==> src/hw/envelope_pkg.sv <==
// Purpose: shared types and constants for the speech envelope integrator, plus its MAC unit
// Assumes: 24-bit two's complement fractional data, 56-bit accumulator
// Notes: coefficients are stored pre-halved; the MAC doubles their products
`default_nettype none

package envelope_pkg;
  localparam int unsigned DATA_W = 24;
  localparam int unsigned ACC_W = 56;
  localparam int unsigned FRAC_W = 23;
  localparam int unsigned CHANNELS = 8;
  localparam int unsigned CHAN_W = 3;
  localparam int unsigned COEF_COUNT = 4;
  localparam int unsigned COEF_IDX_W = 2;

  typedef logic signed [DATA_W-1:0] word_t;

  // coefficient slots, in update order
  localparam logic [COEF_IDX_W-1:0] IDX_FEEDBACK_FIRST = 2'h0;
  localparam logic [COEF_IDX_W-1:0] IDX_FEEDBACK_SECOND = 2'h1;
  localparam logic [COEF_IDX_W-1:0] IDX_FEEDFORWARD_FIRST = 2'h2;
  localparam logic [COEF_IDX_W-1:0] IDX_FEEDFORWARD_SECOND = 2'h3;

  // halved defaults: -1.9945/2, 0.9945/2, 2/2 (clipped), 1/2 - 5 Hz corner at 8 kHz
  localparam word_t FEEDBACK_COEF_FIRST_INIT = 24'h805A1D; // RULE5 RULE6 RULE11
  localparam word_t FEEDBACK_COEF_SECOND_INIT = 24'h3FA5E3; // RULE5 RULE11
  localparam word_t FEEDFORWARD_COEF_FIRST_INIT = 24'h7FFFFF; // RULE5 RULE11
  localparam word_t FEEDFORWARD_COEF_SECOND_INIT = 24'h400000; // RULE5 RULE11
  localparam word_t [COEF_COUNT-1:0] COEF_INIT = {FEEDFORWARD_COEF_SECOND_INIT,
    FEEDFORWARD_COEF_FIRST_INIT, FEEDBACK_COEF_SECOND_INIT, FEEDBACK_COEF_FIRST_INIT};
  localparam word_t SCALE_INIT = 24'h010000;
  localparam word_t WORD_MAX = 24'h7FFFFF;
  localparam word_t WORD_MIN = 24'h800000;

  localparam logic signed [ACC_W-1:0] ACC_WORD_MAX = 56'sh000000007FFFFF;
  localparam logic signed [ACC_W-1:0] ACC_WORD_MIN = 56'shFFFFFFFF800000;
  localparam logic signed [ACC_W-1:0] ROUND_HALF = 56'sh00000000400000;

  typedef enum logic [2:0] {PH_IDLE, PH_FB1, PH_FB2, PH_FF1, PH_FF2} phase_e;

  typedef struct packed {
    logic valid;
    logic [CHAN_W-1:0] chan;
    word_t sample;
  } sample_s;

  typedef struct packed {
    logic valid;
    logic [COEF_IDX_W-1:0] index;
    word_t value;
  } coef_write_s;

  typedef struct packed {
    logic valid;
    logic [CHAN_W-1:0] chan;
    word_t value;
  } scale_write_s;

  typedef struct packed {
    logic valid;
    logic [CHAN_W-1:0] chan;
    word_t level;
  } level_s;
endpackage

`timescale 1ns/1ps

////////////////////////////////////////////////////////////////////////////////
// saturating multiply-accumulate, combinational
module sat_mac (
  input wire logic signed [envelope_pkg::ACC_W-1:0] acc,
  input wire logic signed [envelope_pkg::DATA_W-1:0] mul_a,
  input wire logic signed [envelope_pkg::DATA_W-1:0] mul_b,
  input wire logic clear,
  input wire logic negate,
  input wire logic dbl,
  input wire logic rnd,
  output logic signed [envelope_pkg::ACC_W-1:0] acc_out,
  output logic signed [envelope_pkg::DATA_W-1:0] sat
);
  logic signed [2*envelope_pkg::DATA_W-1:0] prod;
  logic signed [envelope_pkg::ACC_W-1:0] term;
  logic signed [envelope_pkg::ACC_W-1:0] sum;
  logic signed [envelope_pkg::ACC_W-1:0] shifted;

  always_comb begin
    prod = mul_a * mul_b;
    term = envelope_pkg::ACC_W'(prod);
    if (dbl) begin
      term = term <<< 1; // RULE11
    end
    if (negate) begin
      term = -term;
    end
    sum = (clear ? '0 : acc) + term;
    if (rnd) begin
      sum = sum + envelope_pkg::ROUND_HALF; // RULE14
    end
    acc_out = sum;
    shifted = sum >>> envelope_pkg::FRAC_W;
    if (shifted > envelope_pkg::ACC_WORD_MAX) begin
      sat = envelope_pkg::WORD_MAX; // RULE14
    end else if (shifted < envelope_pkg::ACC_WORD_MIN) begin
      sat = envelope_pkg::WORD_MIN; // RULE14
    end else begin
      sat = shifted[envelope_pkg::DATA_W-1:0];
    end
  end
endmodule // sat_mac

`default_nettype wire

==> src/hw/speech_envelope_integrator.sv <==
// Purpose: per-channel speech level integrator, two-pole recursive low-pass
// Assumes: one sample per channel per 8 kHz tick, offered with valid/ready
// Notes: one shared MAC, five cycles per sample; coefficients loadable at any time
// Notes on behaviour
// [RULE1] each channel level comes from a two-pole recursive filter on magnitudes
// [RULE2] four multiply-accumulates per update, two state words per channel
// [RULE3] feedback and feedforward paths share one pair of delay words
// [RULE4] leading numerator term taken as one, its gain dropped
// [RULE5] default coefficients -1.9945, 0.9945, 2 and 1
// [RULE6] defaults give a 5 Hz low-pass corner at 8 kHz update rate
// [RULE7] output is a slow level with speech envelopes smoothed away
// [RULE8] coefficients are loadable, not fixed
// [RULE9] each input is multiplied by its channel scale factor first
// [RULE10] four coefficients read in wrapping order, modulo four, each update
// [RULE11] coefficients stored halved; products doubled so range spans plus/minus two
// [RULE12] two delay words stored per channel between samples
// [RULE13] w = x - a1*w1 - a2*w2; y = w + b1*w1 + b2*w2; then shift delays
// [RULE14] saturating arithmetic, rounding on last accumulate, state cleared on reset
`timescale 1ns/1ps
`default_nettype none

module speech_envelope_integrator (
  input wire logic clk,
  input wire logic reset,
  input wire envelope_pkg::sample_s sample_in,
  output logic in_ready,
  input wire envelope_pkg::coef_write_s coef_wr,
  input wire envelope_pkg::scale_write_s scale_wr,
  output envelope_pkg::level_s level_out
);
  typedef struct packed {
    envelope_pkg::phase_e phase;
    logic [envelope_pkg::COEF_IDX_W-1:0] coef_ptr;
    logic [envelope_pkg::CHAN_W-1:0] chan;
    logic signed [envelope_pkg::ACC_W-1:0] acc;
    envelope_pkg::word_t w_new;
    envelope_pkg::word_t [envelope_pkg::COEF_COUNT-1:0] coef;
    envelope_pkg::word_t [envelope_pkg::CHANNELS-1:0] scale;
    envelope_pkg::word_t [envelope_pkg::CHANNELS-1:0] w1;
    envelope_pkg::word_t [envelope_pkg::CHANNELS-1:0] w2;
    logic in_ready;
    envelope_pkg::level_s level;
  } engine_state_s;

  engine_state_s st;
  engine_state_s next_st;

  logic signed [envelope_pkg::ACC_W-1:0] mac_acc;
  logic signed [envelope_pkg::DATA_W-1:0] mac_a;
  logic signed [envelope_pkg::DATA_W-1:0] mac_b;
  logic signed [envelope_pkg::DATA_W-1:0] mac_sat;
  logic mac_clear;
  logic mac_negate;
  logic mac_rnd;
  logic accept;

  ////////////////////////////////////////////////////////////////////////////////
  // helpers

  // absolute value, most negative clipped to full scale
  function automatic envelope_pkg::word_t magnitude(input envelope_pkg::word_t v);
    if (v == envelope_pkg::WORD_MIN) begin
      return envelope_pkg::WORD_MAX;
    end
    return v[envelope_pkg::DATA_W-1] ? -v : v;
  endfunction

  // place a data word at the accumulator's binary point
  function automatic logic signed [envelope_pkg::ACC_W-1:0] widen(input envelope_pkg::word_t v);
    return envelope_pkg::ACC_W'(v) <<< envelope_pkg::FRAC_W;
  endfunction

  ////////////////////////////////////////////////////////////////////////////////
  // shared MAC operand selection

  assign accept = (st.phase == envelope_pkg::PH_IDLE) && sample_in.valid;

  always_comb begin
    mac_clear = 1'b0;
    mac_negate = 1'b0;
    mac_rnd = 1'b0;
    mac_b = st.coef[st.coef_ptr]; // RULE10
    mac_a = st.w2[st.chan];
    unique case (st.phase)
      envelope_pkg::PH_IDLE: begin
        mac_a = magnitude(sample_in.sample);
        mac_b = st.scale[sample_in.chan]; // RULE9
        mac_clear = 1'b1;
      end
      envelope_pkg::PH_FB1: begin
        mac_a = st.w1[st.chan];
        mac_negate = 1'b1; // RULE13
      end
      envelope_pkg::PH_FB2: begin
        mac_negate = 1'b1; // RULE13
      end
      envelope_pkg::PH_FF1: begin
        mac_a = st.w1[st.chan];
      end
      envelope_pkg::PH_FF2: begin
        mac_rnd = 1'b1; // RULE14
      end
    endcase
  end

  sat_mac u_mac (
    .acc(st.acc),
    .mul_a(mac_a),
    .mul_b(mac_b),
    .clear(mac_clear),
    .negate(mac_negate),
    .dbl(st.phase != envelope_pkg::PH_IDLE),
    .rnd(mac_rnd),
    .acc_out(mac_acc),
    .sat(mac_sat)
  );

  ////////////////////////////////////////////////////////////////////////////////
  // sequencer and storage

  always_comb begin
    next_st = st;
    next_st.level.valid = 1'b0;
    if (coef_wr.valid) begin
      next_st.coef[coef_wr.index] = coef_wr.value; // RULE8
    end
    if (scale_wr.valid) begin
      next_st.scale[scale_wr.chan] = scale_wr.value; // RULE9
    end
    unique case (st.phase)
      envelope_pkg::PH_IDLE: begin
        if (sample_in.valid) begin
          next_st.chan = sample_in.chan;
          next_st.acc = mac_acc; // RULE9
          next_st.phase = envelope_pkg::PH_FB1;
        end
      end
      envelope_pkg::PH_FB1: begin
        next_st.acc = mac_acc; // RULE1
        next_st.coef_ptr = st.coef_ptr + 2'h1; // RULE10
        next_st.phase = envelope_pkg::PH_FB2;
      end
      envelope_pkg::PH_FB2: begin
        // w saturated before it is stored and reused
        next_st.w_new = mac_sat; // RULE13
        // leading numerator term is unity: y starts from w itself
        next_st.acc = widen(mac_sat); // RULE4 RULE3
        next_st.coef_ptr = st.coef_ptr + 2'h1; // RULE10
        next_st.phase = envelope_pkg::PH_FF1;
      end
      envelope_pkg::PH_FF1: begin
        next_st.acc = mac_acc; // RULE13
        next_st.coef_ptr = st.coef_ptr + 2'h1; // RULE10
        next_st.phase = envelope_pkg::PH_FF2;
      end
      envelope_pkg::PH_FF2: begin
        next_st.acc = mac_acc;
        next_st.coef_ptr = st.coef_ptr + 2'h1; // RULE10
        next_st.level.valid = 1'b1; // RULE7
        next_st.level.chan = st.chan;
        next_st.level.level = mac_sat; // RULE7
        next_st.w2[st.chan] = st.w1[st.chan]; // RULE12 RULE3
        next_st.w1[st.chan] = st.w_new; // RULE12 RULE2
        next_st.phase = envelope_pkg::PH_IDLE;
      end
    endcase
    next_st.in_ready = (next_st.phase == envelope_pkg::PH_IDLE);
  end

  always_ff @(posedge clk) begin
    if (reset) begin
      st <= '0; // RULE14
      st.coef <= envelope_pkg::COEF_INIT; // RULE5
      st.scale <= {envelope_pkg::CHANNELS{envelope_pkg::SCALE_INIT}};
      st.in_ready <= 1'b1;
    end else begin
      st <= next_st;
    end
  end

  assign in_ready = st.in_ready;
  assign level_out = st.level;
endmodule // speech_envelope_integrator

`default_nettype wire

==> config.mk <==
export PLATFORM = sky130hd
export DESIGN_NAME = speech_envelope_integrator
export DESIGN_NICKNAME = d
export VERILOG_FILES = /design/src/hw/envelope_pkg.sv /design/src/hw/speech_envelope_integrator.sv
export SDC_FILE = /design/constraint.sdc
export NUM_CORES = 2
export LEC_CHECK = 0
export ABC_CLOCK_PERIOD_IN_PS = 19080
export BUFFER_PORTS_ARGS = -buffer_cell sky130_fd_sc_hd__buf_4
export CORE_MARGIN = 2
export CORE_UTILIZATION = 50
export DETAILED_ROUTE_END_ITERATION = 16
export PLACE_DENSITY = 0.66
export SLEW_MARGIN = 25
export SYNTH_ARGS = -nofsm -noshare
export SYNTH_HDL_FRONTEND = slang
export SYNTH_HIERARCHICAL = 1
export SYNTH_SLANG_ARGS = --single-unit
==> constraint.sdc <==
create_clock -name clk -period 19.08 [get_ports clk]
set_clock_uncertainty 0.2 [all_clocks]
set_input_delay 0.954 -clock clk [delete_from_list [all_inputs] [get_ports clk]]
set_output_delay 0.954 -clock clk [all_outputs]
set_load 0.1 [all_outputs]
[Yosys cells after proc, flatten, opt, wreduce, memory -nomap -nowiden]
Index checks and enable logic that the tools add are counted.
Word-level totals
  register bits: 789
  input bits: 85
  output and inout bits: 29
Cells by class
  add/subtract/negate cells: 5
  multipliers: 1
  order comparisons: 10
  equality and inequality tests: 6
  multiplexer cells: 39
  reductions and logical operators: 11
Operators with widths (count)
  192-bit bitwise mux: 3
  24-bit two-way mux: 13
  56-bit two-way mux: 4
  24-bit binary-select mux with 3-bit select: 3
  56-bit case mux with 3 select lines: 1
  24-bit demux with 3-bit select: 2
  96-bit bitwise mux: 1
  56-bit by 24-bit adder with 56-bit output, second input constant: 1
  56-bit adder: 1
  49-bit negator with 56-bit output: 1
  24-bit binary-select mux with 2-bit select: 1
  24-bit demux with 2-bit select: 1
  24-bit by 24-bit multiplier with 48-bit output: 1
  48-bit two-way mux: 1
  24-bit case mux with 2 select lines: 1
  33-bit by 24-bit > comparator with 1-bit output, second input constant: 1
  33-bit by 24-bit less-than comparator with 1-bit output, second input constant: 1
  28-bit two-way mux: 1
  24-bit equality test, second input constant: 1
  24-bit negator: 1
  3-bit case mux with 5 select lines: 1
  3-bit by 4-bit less-than comparator with 1-bit output, second input constant: 3
  3-bit by 2-bit equality test with 1-bit output, second input constant: 2
  3-bit by 1-bit >= comparator with 1-bit output, second input constant: 2
  15 further kinds: 24

[Logic depth before layout (Yosys ltp)]
  word-level depth: 16
  depth in mapped cells: 58
  mapped depth without buffers: 53

[Cells and area by module]
The synthesis kept the hierarchy.
By module, submodules not included
  speech_envelope_integrator: instances 1, cells each 4010, area an instance 33747.4 um^2, sequential area each 15795.1 um^2
  sat_mac: instances 1, cells each 3712, area an instance 30137.7 um^2, sequential area each 0.0 um^2

[Least setup slack after synthesis]
OpenSTA, ideal clock, no wires.
  kind: input -> register
  start point: input port sample_in[13] in the netlist's numbering
  end point: register st[751] in the netlist's numbering
  setup time: 0.091 ns
  arrival time: 14.173 ns
  slack: 4.616 ns
  cell stages on the path: 54
  path buffers: 7
  cell sequence: or4_1 -> or3_1 -> buf_6 -> nor4_4 -> buf_4 -> o21ai_0 -> o211ai_1 -> clkbuf_1 -> nand2_1 -> fa_1 -> fa_1 -> inv_1 -> fa_1 -> inv_1 -> fa_1 -> inv_1 -> fa_1 -> fa_1 -> [18 not listed] -> ha_1 -> buf_4 -> nand4_4 -> nor4_4 -> inv_2 -> a31o_1 -> a211o_1 -> a211o_1 -> a221o_1 -> or4_4 -> nor4b_4 -> xnor2_1 -> xnor2_4 -> o41ai_4 -> buf_6 -> a21oi_2 -> nand2_1 -> a311oi_1
Between the ends
  longest elaborated chain between the ends: 16
  elaborated cells on any way between the ends: 20
  those cells by class: 4 x add/sub; 1 x mul; 2 x order compare; 1 x eq/ne; 12 x mux
RTL lines
  start: declaration: RTL line speech_envelope_integrator.sv:25  | input wire envelope_pkg::sample_s sample_in,
  24-bit equality test *: RTL line speech_envelope_integrator.sv:62  | if (v == envelope_pkg::WORD_MIN) begin
  1-bit two-way mux *: RTL line speech_envelope_integrator.sv:62
  1-bit two-way mux *: RTL line speech_envelope_integrator.sv:84  | unique case (st.phase)
  24-bit two-way mux *: RTL line speech_envelope_integrator.sv:65  | return v[envelope_pkg::DATA_W-1] ? -v : v;
  24-bit case mux with 2 select lines *: RTL line speech_envelope_integrator.sv:84
  via mac_a (one bit): RTL line speech_envelope_integrator.sv:49  | logic signed [envelope_pkg::DATA_W-1:0] mac_a;
  24-bit by 24-bit multiplier with 48-bit output *: RTL line envelope_pkg.sv:86  | prod = mul_a * mul_b;
  48-bit two-way mux: RTL line envelope_pkg.sv:88  | if (dbl) begin
  [2 not listed]
  56-bit adder *: RTL line envelope_pkg.sv:94  | sum = (clear ? '0 : acc) + term;
  56-bit by 24-bit adder with 56-bit output: RTL line envelope_pkg.sv:96  | sum = sum + envelope_pkg::ROUND_HALF;
  56-bit two-way mux *: RTL line envelope_pkg.sv:95  | if (rnd) begin
  33-bit by 24-bit less-than comparator with 1-bit output: RTL line envelope_pkg.sv:102  | end else if (shifted < envelope_pkg::ACC_WORD_MIN) begin
  24-bit two-way mux: RTL line envelope_pkg.sv:102
  24-bit two-way mux *: RTL line envelope_pkg.sv:100  | if (shifted > envelope_pkg::ACC_WORD_MAX) begin
  via mac_sat (one bit): RTL line speech_envelope_integrator.sv:51  | logic signed [envelope_pkg::DATA_W-1:0] mac_sat;
  56-bit case mux with 3 select lines *: RTL line speech_envelope_integrator.sv:130  | unique case (st.phase)
  end signal: assignment: RTL line speech_envelope_integrator.sv:177  | st <= next_st;
  end: declaration: RTL line speech_envelope_integrator.sv:45  | engine_state_s st;
The timed path passes the listed nets; every way through them passes the cells marked *. The select of a mux whose other input is x is not followed.
A chain may end at the register's enable or synchronous reset.

[Worst setup path after layout]
  start point: register st[781] in the netlist's numbering
  end point: register st[749] in the netlist's numbering
Between the ends
  longest elaborated chain between the ends: 14
  elaborated cells on any way between the ends: 18
  those cells by class: 3 x add/sub; 1 x mul; 2 x order compare; 12 x mux
RTL lines
  24-bit binary-select mux with 3-bit select (on tied branches): RTL line speech_envelope_integrator.sv:83, speech_envelope_integrator.sv:91, speech_envelope_integrator.sv:98
  24-bit two-way mux (on tied branches): RTL line speech_envelope_integrator.sv:83, speech_envelope_integrator.sv:91, speech_envelope_integrator.sv:98
  24-bit case mux with 2 select lines *: RTL line speech_envelope_integrator.sv:84
  via mac_a (one bit): RTL line speech_envelope_integrator.sv:49
  24-bit by 24-bit multiplier with 48-bit output *: RTL line envelope_pkg.sv:86
  48-bit two-way mux: RTL line envelope_pkg.sv:88
  49-bit negator with 56-bit output: RTL line envelope_pkg.sv:92  | term = -term;
  56-bit two-way mux *: RTL line envelope_pkg.sv:91  | if (negate) begin
  56-bit adder *: RTL line envelope_pkg.sv:94
  56-bit by 24-bit adder with 56-bit output: RTL line envelope_pkg.sv:96
  56-bit two-way mux *: RTL line envelope_pkg.sv:95
  33-bit by 24-bit less-than comparator with 1-bit output: RTL line envelope_pkg.sv:102
  24-bit two-way mux: RTL line envelope_pkg.sv:102
  24-bit two-way mux *: RTL line envelope_pkg.sv:100
  via mac_sat (one bit): RTL line speech_envelope_integrator.sv:51
  56-bit case mux with 3 select lines *: RTL line speech_envelope_integrator.sv:130
Marks and branches as above.

==> metrics.md <==
| Metric | Value |
|---|---|
| Initial Util | `50.2%` |
| # hold bufs at CTS | `0` |
| Status | `completed` |
| Drt pass-1 iters | `8` |
| Post-synth EDFFs | `0` |
| Drt wl/cell | `22.3 um` |
| Die height | `361 um` |
| Least-Margin Pin Slew | `1150 ps` |
| Count leader, synth | `nand2_1` |
| CP dominant cell by count | `fa_1` |
| Setup Fix Bufs, Post-CTS | `0` |
| Fin nets | `8360` |
| CTS buffer count | `87` |
| Boundary Pins | `114` |
| Clock tree buffer depth | `3` |
| DR DRC count | `0` |
| Leading area contributor after synthesis | `dfxtp_1` |
| Final Hold Viols | `0` |
| Yosys cell types | `115` |
| Pin count of the biggest net entering global routing | `204` |
| CP max FO | `40` |
| RSZ-0062 raised after global routing | `false` |
| Max Clk Rate | `55.9 MHz` |
| Prevailing post-synth register cell | `dfxtp_1` |
| Critical path data required time | `19430 ps` |
| CP Capture Type | `register` |
| Top cells by count, synth | `nand2_1, dfxtp_1, a21oi_1, inv_1, fa_1` |
| Gpl congestion | `0.971` |
| Syn Inst Count | `7722` |
| Vias per std cell | `5.90` |
| Gr usage total | `31.1%` |
| Vias | `54300` |
| Slew margin rel. | `23.0%` |
| Fraction of final layout cells sized beyond drive strength 1 | `9.56%` |
| Period utilization | `93.8%` |
| Syn_area_per_cell | `8.27 um^2` |
| Top-area cell type share of the netlist area | `24.7%` |
| Remaining Overflow, GRT | `0` |
| First-pass GRT wire length | `318000 um` |
| Post-CTS Resized | `0` |
| P&R area growth vs syn | `7.47%` |
| CP startpoint kind | `register` |
| Maxcap violations | `0` |
| Min-delay worst type | `register to register` |
| Setup TNS | `0 ps` |
| Post-synthesis sequential area ratio | `24.7%` |
| DR iter-0 viols | `4889` |
| Post-route cell area | `0.0687 mm^2` |
| Sink Count | `789` |
| Critical path type | `register to register` |
| #FFs+latches synth | `789` |
| Clk Latency, worst-skew pair | `720 ps` |
| Yosys warnings | `6` |
| TritonCTS clock tree | `yes` |
| Critical-path top delay cell | `dfxtp_4` |
| Port Buffer Count | `113` |
| Synth Cell Area | `0.0639 mm^2` |
| Ys async rst share | `0%` |
| Die Footprint | `0.131 mm^2` |
| Syn_nets | `8608` |
| Antenna violations before repair | `5` |
| Max-slew violation count | `0` |
| Num rows | `131` |
| Final ANT Viol Nets | `0` |
| Worst-path clk slew | `60 ps` |
| Vias in the first global route | `54400` |
| Area after DPL | `0.0657 mm^2` |
| Post-Route WL | `205000 um` |
| Core box area | `0.127 mm^2` |
| Root Buffer | `clkbuf_16` |
| Detailed placement HPWL | `144000 um` |
| Crit path DAT | `18240 ps` |
| Top cells by area, synth | `dfxtp_1, fa_1, nand2_1, mux4_2, a21oi_1` |
| Post-route minimum period | `17890 ps` |
| Critical path's largest stage delay | `880 ps` |
| Die X-Extent | `361 um` |
| Layout fillers | `11700` |
| H-tree levels | `3` |
| Final setup fails | `0` |
-- registers in the layout, summed over array words and instances, names as in the netlist --
register   count
in_ready       1
level_out     28
st           760
-- through the flow --
step                cells  setup slack (ps)  util (%)  hold WS [ps]
global placement     9045              1250      51.6           233
detailed placement   9045              1310      51.6           238
finish               9205              1190      54.0           246
global route         9202               338      54.0           260
CTS                  9200              1410      53.9           247
floorplan            7722              4620         -           227
-- metal layers --
| metal | GRT usage [%] | vias up | share of wire (%) |
|---|---|---|---|
| met2 | 52.3 | 2004 | 48 |
| met1 | 40.1 | 27000 | 41 |
| met4 | 12.8 | 6 | 4.1 |
| met5 | 0 | - | 0.022 |
| li1 | - | 24900 | - |
| met3 | 4.82 | 407 | 7.1 |
-- worst max-delay path, delay by kind of cell, from the launching register on --
family          cells  cell delay, ps
simple gates       13            3750
compound gates     14            3900
mux                 2            1330
flops               1             880
fa+ha+maj           9            4710
xor+xnor            3            1080
buf+inv             8            1770
-- cell usage in the layout, fill, tap and decap left out, types with 23 or more instances in the layout --
| cell type | count |
|---|---|
| mux2_2 | 25 |
| nor2b_1 | 71 |
| mux2i_1 | 82 |
| buf_4 | 239 |
| and2_1 | 283 |
| fa_1 | 608 |
| o21ai_0 | 127 |
| xnor2_1 | 93 |
| nand3b_1 | 61 |
| nor2_1 | 455 |
| nand3_1 | 89 |
| a211oi_1 | 104 |
| inv_1 | 681 |
| nand2_1 | 1718 |
| mux4_2 | 162 |
| o21ai_1 | 30 |
| a21o_1 | 44 |
| nand2b_1 | 31 |
| a21oi_2 | 23 |
| and3_1 | 31 |
| dfxtp_1 | 785 |
| o211ai_1 | 34 |
| nor3_1 | 148 |
| a21oi_1 | 710 |
| clkbuf_16 | 89 |
| a311oi_1 | 30 |
| xor2_1 | 60 |
| ha_1 | 193 |
| nand4_1 | 32 |
-- cells by family after synthesis --
kind of cell / Yosys count / synth area share (%)
muxes: 271 / 7.47
buffers and inverters: 1268 / 7.98
and+or+nand+nor: 3087 / 21.9
xor gates and xnor gates: 155 / 2.17
AOI/OAI and AO/OA: 1351 / 13.0
DFF: 789 / 24.7
adders and majority gates: 801 / 22.8
-- area by class of cell --
type | count | area [um^2] | share of cell area, %
Sequential cell | 789 | 15800 | 23.0
Multi-Input combinational cell | 5665 | 43400 | 63.2
Timing Repair Buffer | 245 | 1920 | 2.79
Clock inverter | 24 | 293 | 0.426
Inverter | 686 | 2570 | 3.75
Tap cell | 1662 | 2080 | 3.03
Clock buffer | 131 | 2580 | 3.77
Antenna cell | 3 | 7.51 | 0.0109
-- worst paths after layout --
check                           slack, ps    start  depth (start not counted)  endpoint
worst max-delay path                 1190  st[781]                         49   st[749]
worst min-delay path                  250  st[734]                          2   st[734]
worst min register to register        250  st[734]                          2   st[734]
worst max register to register       1190  st[781]                         49   st[749]
Power is not shown: default switching activity piles up to over one toggle a cycle in this logic, so the estimate is an artifact.
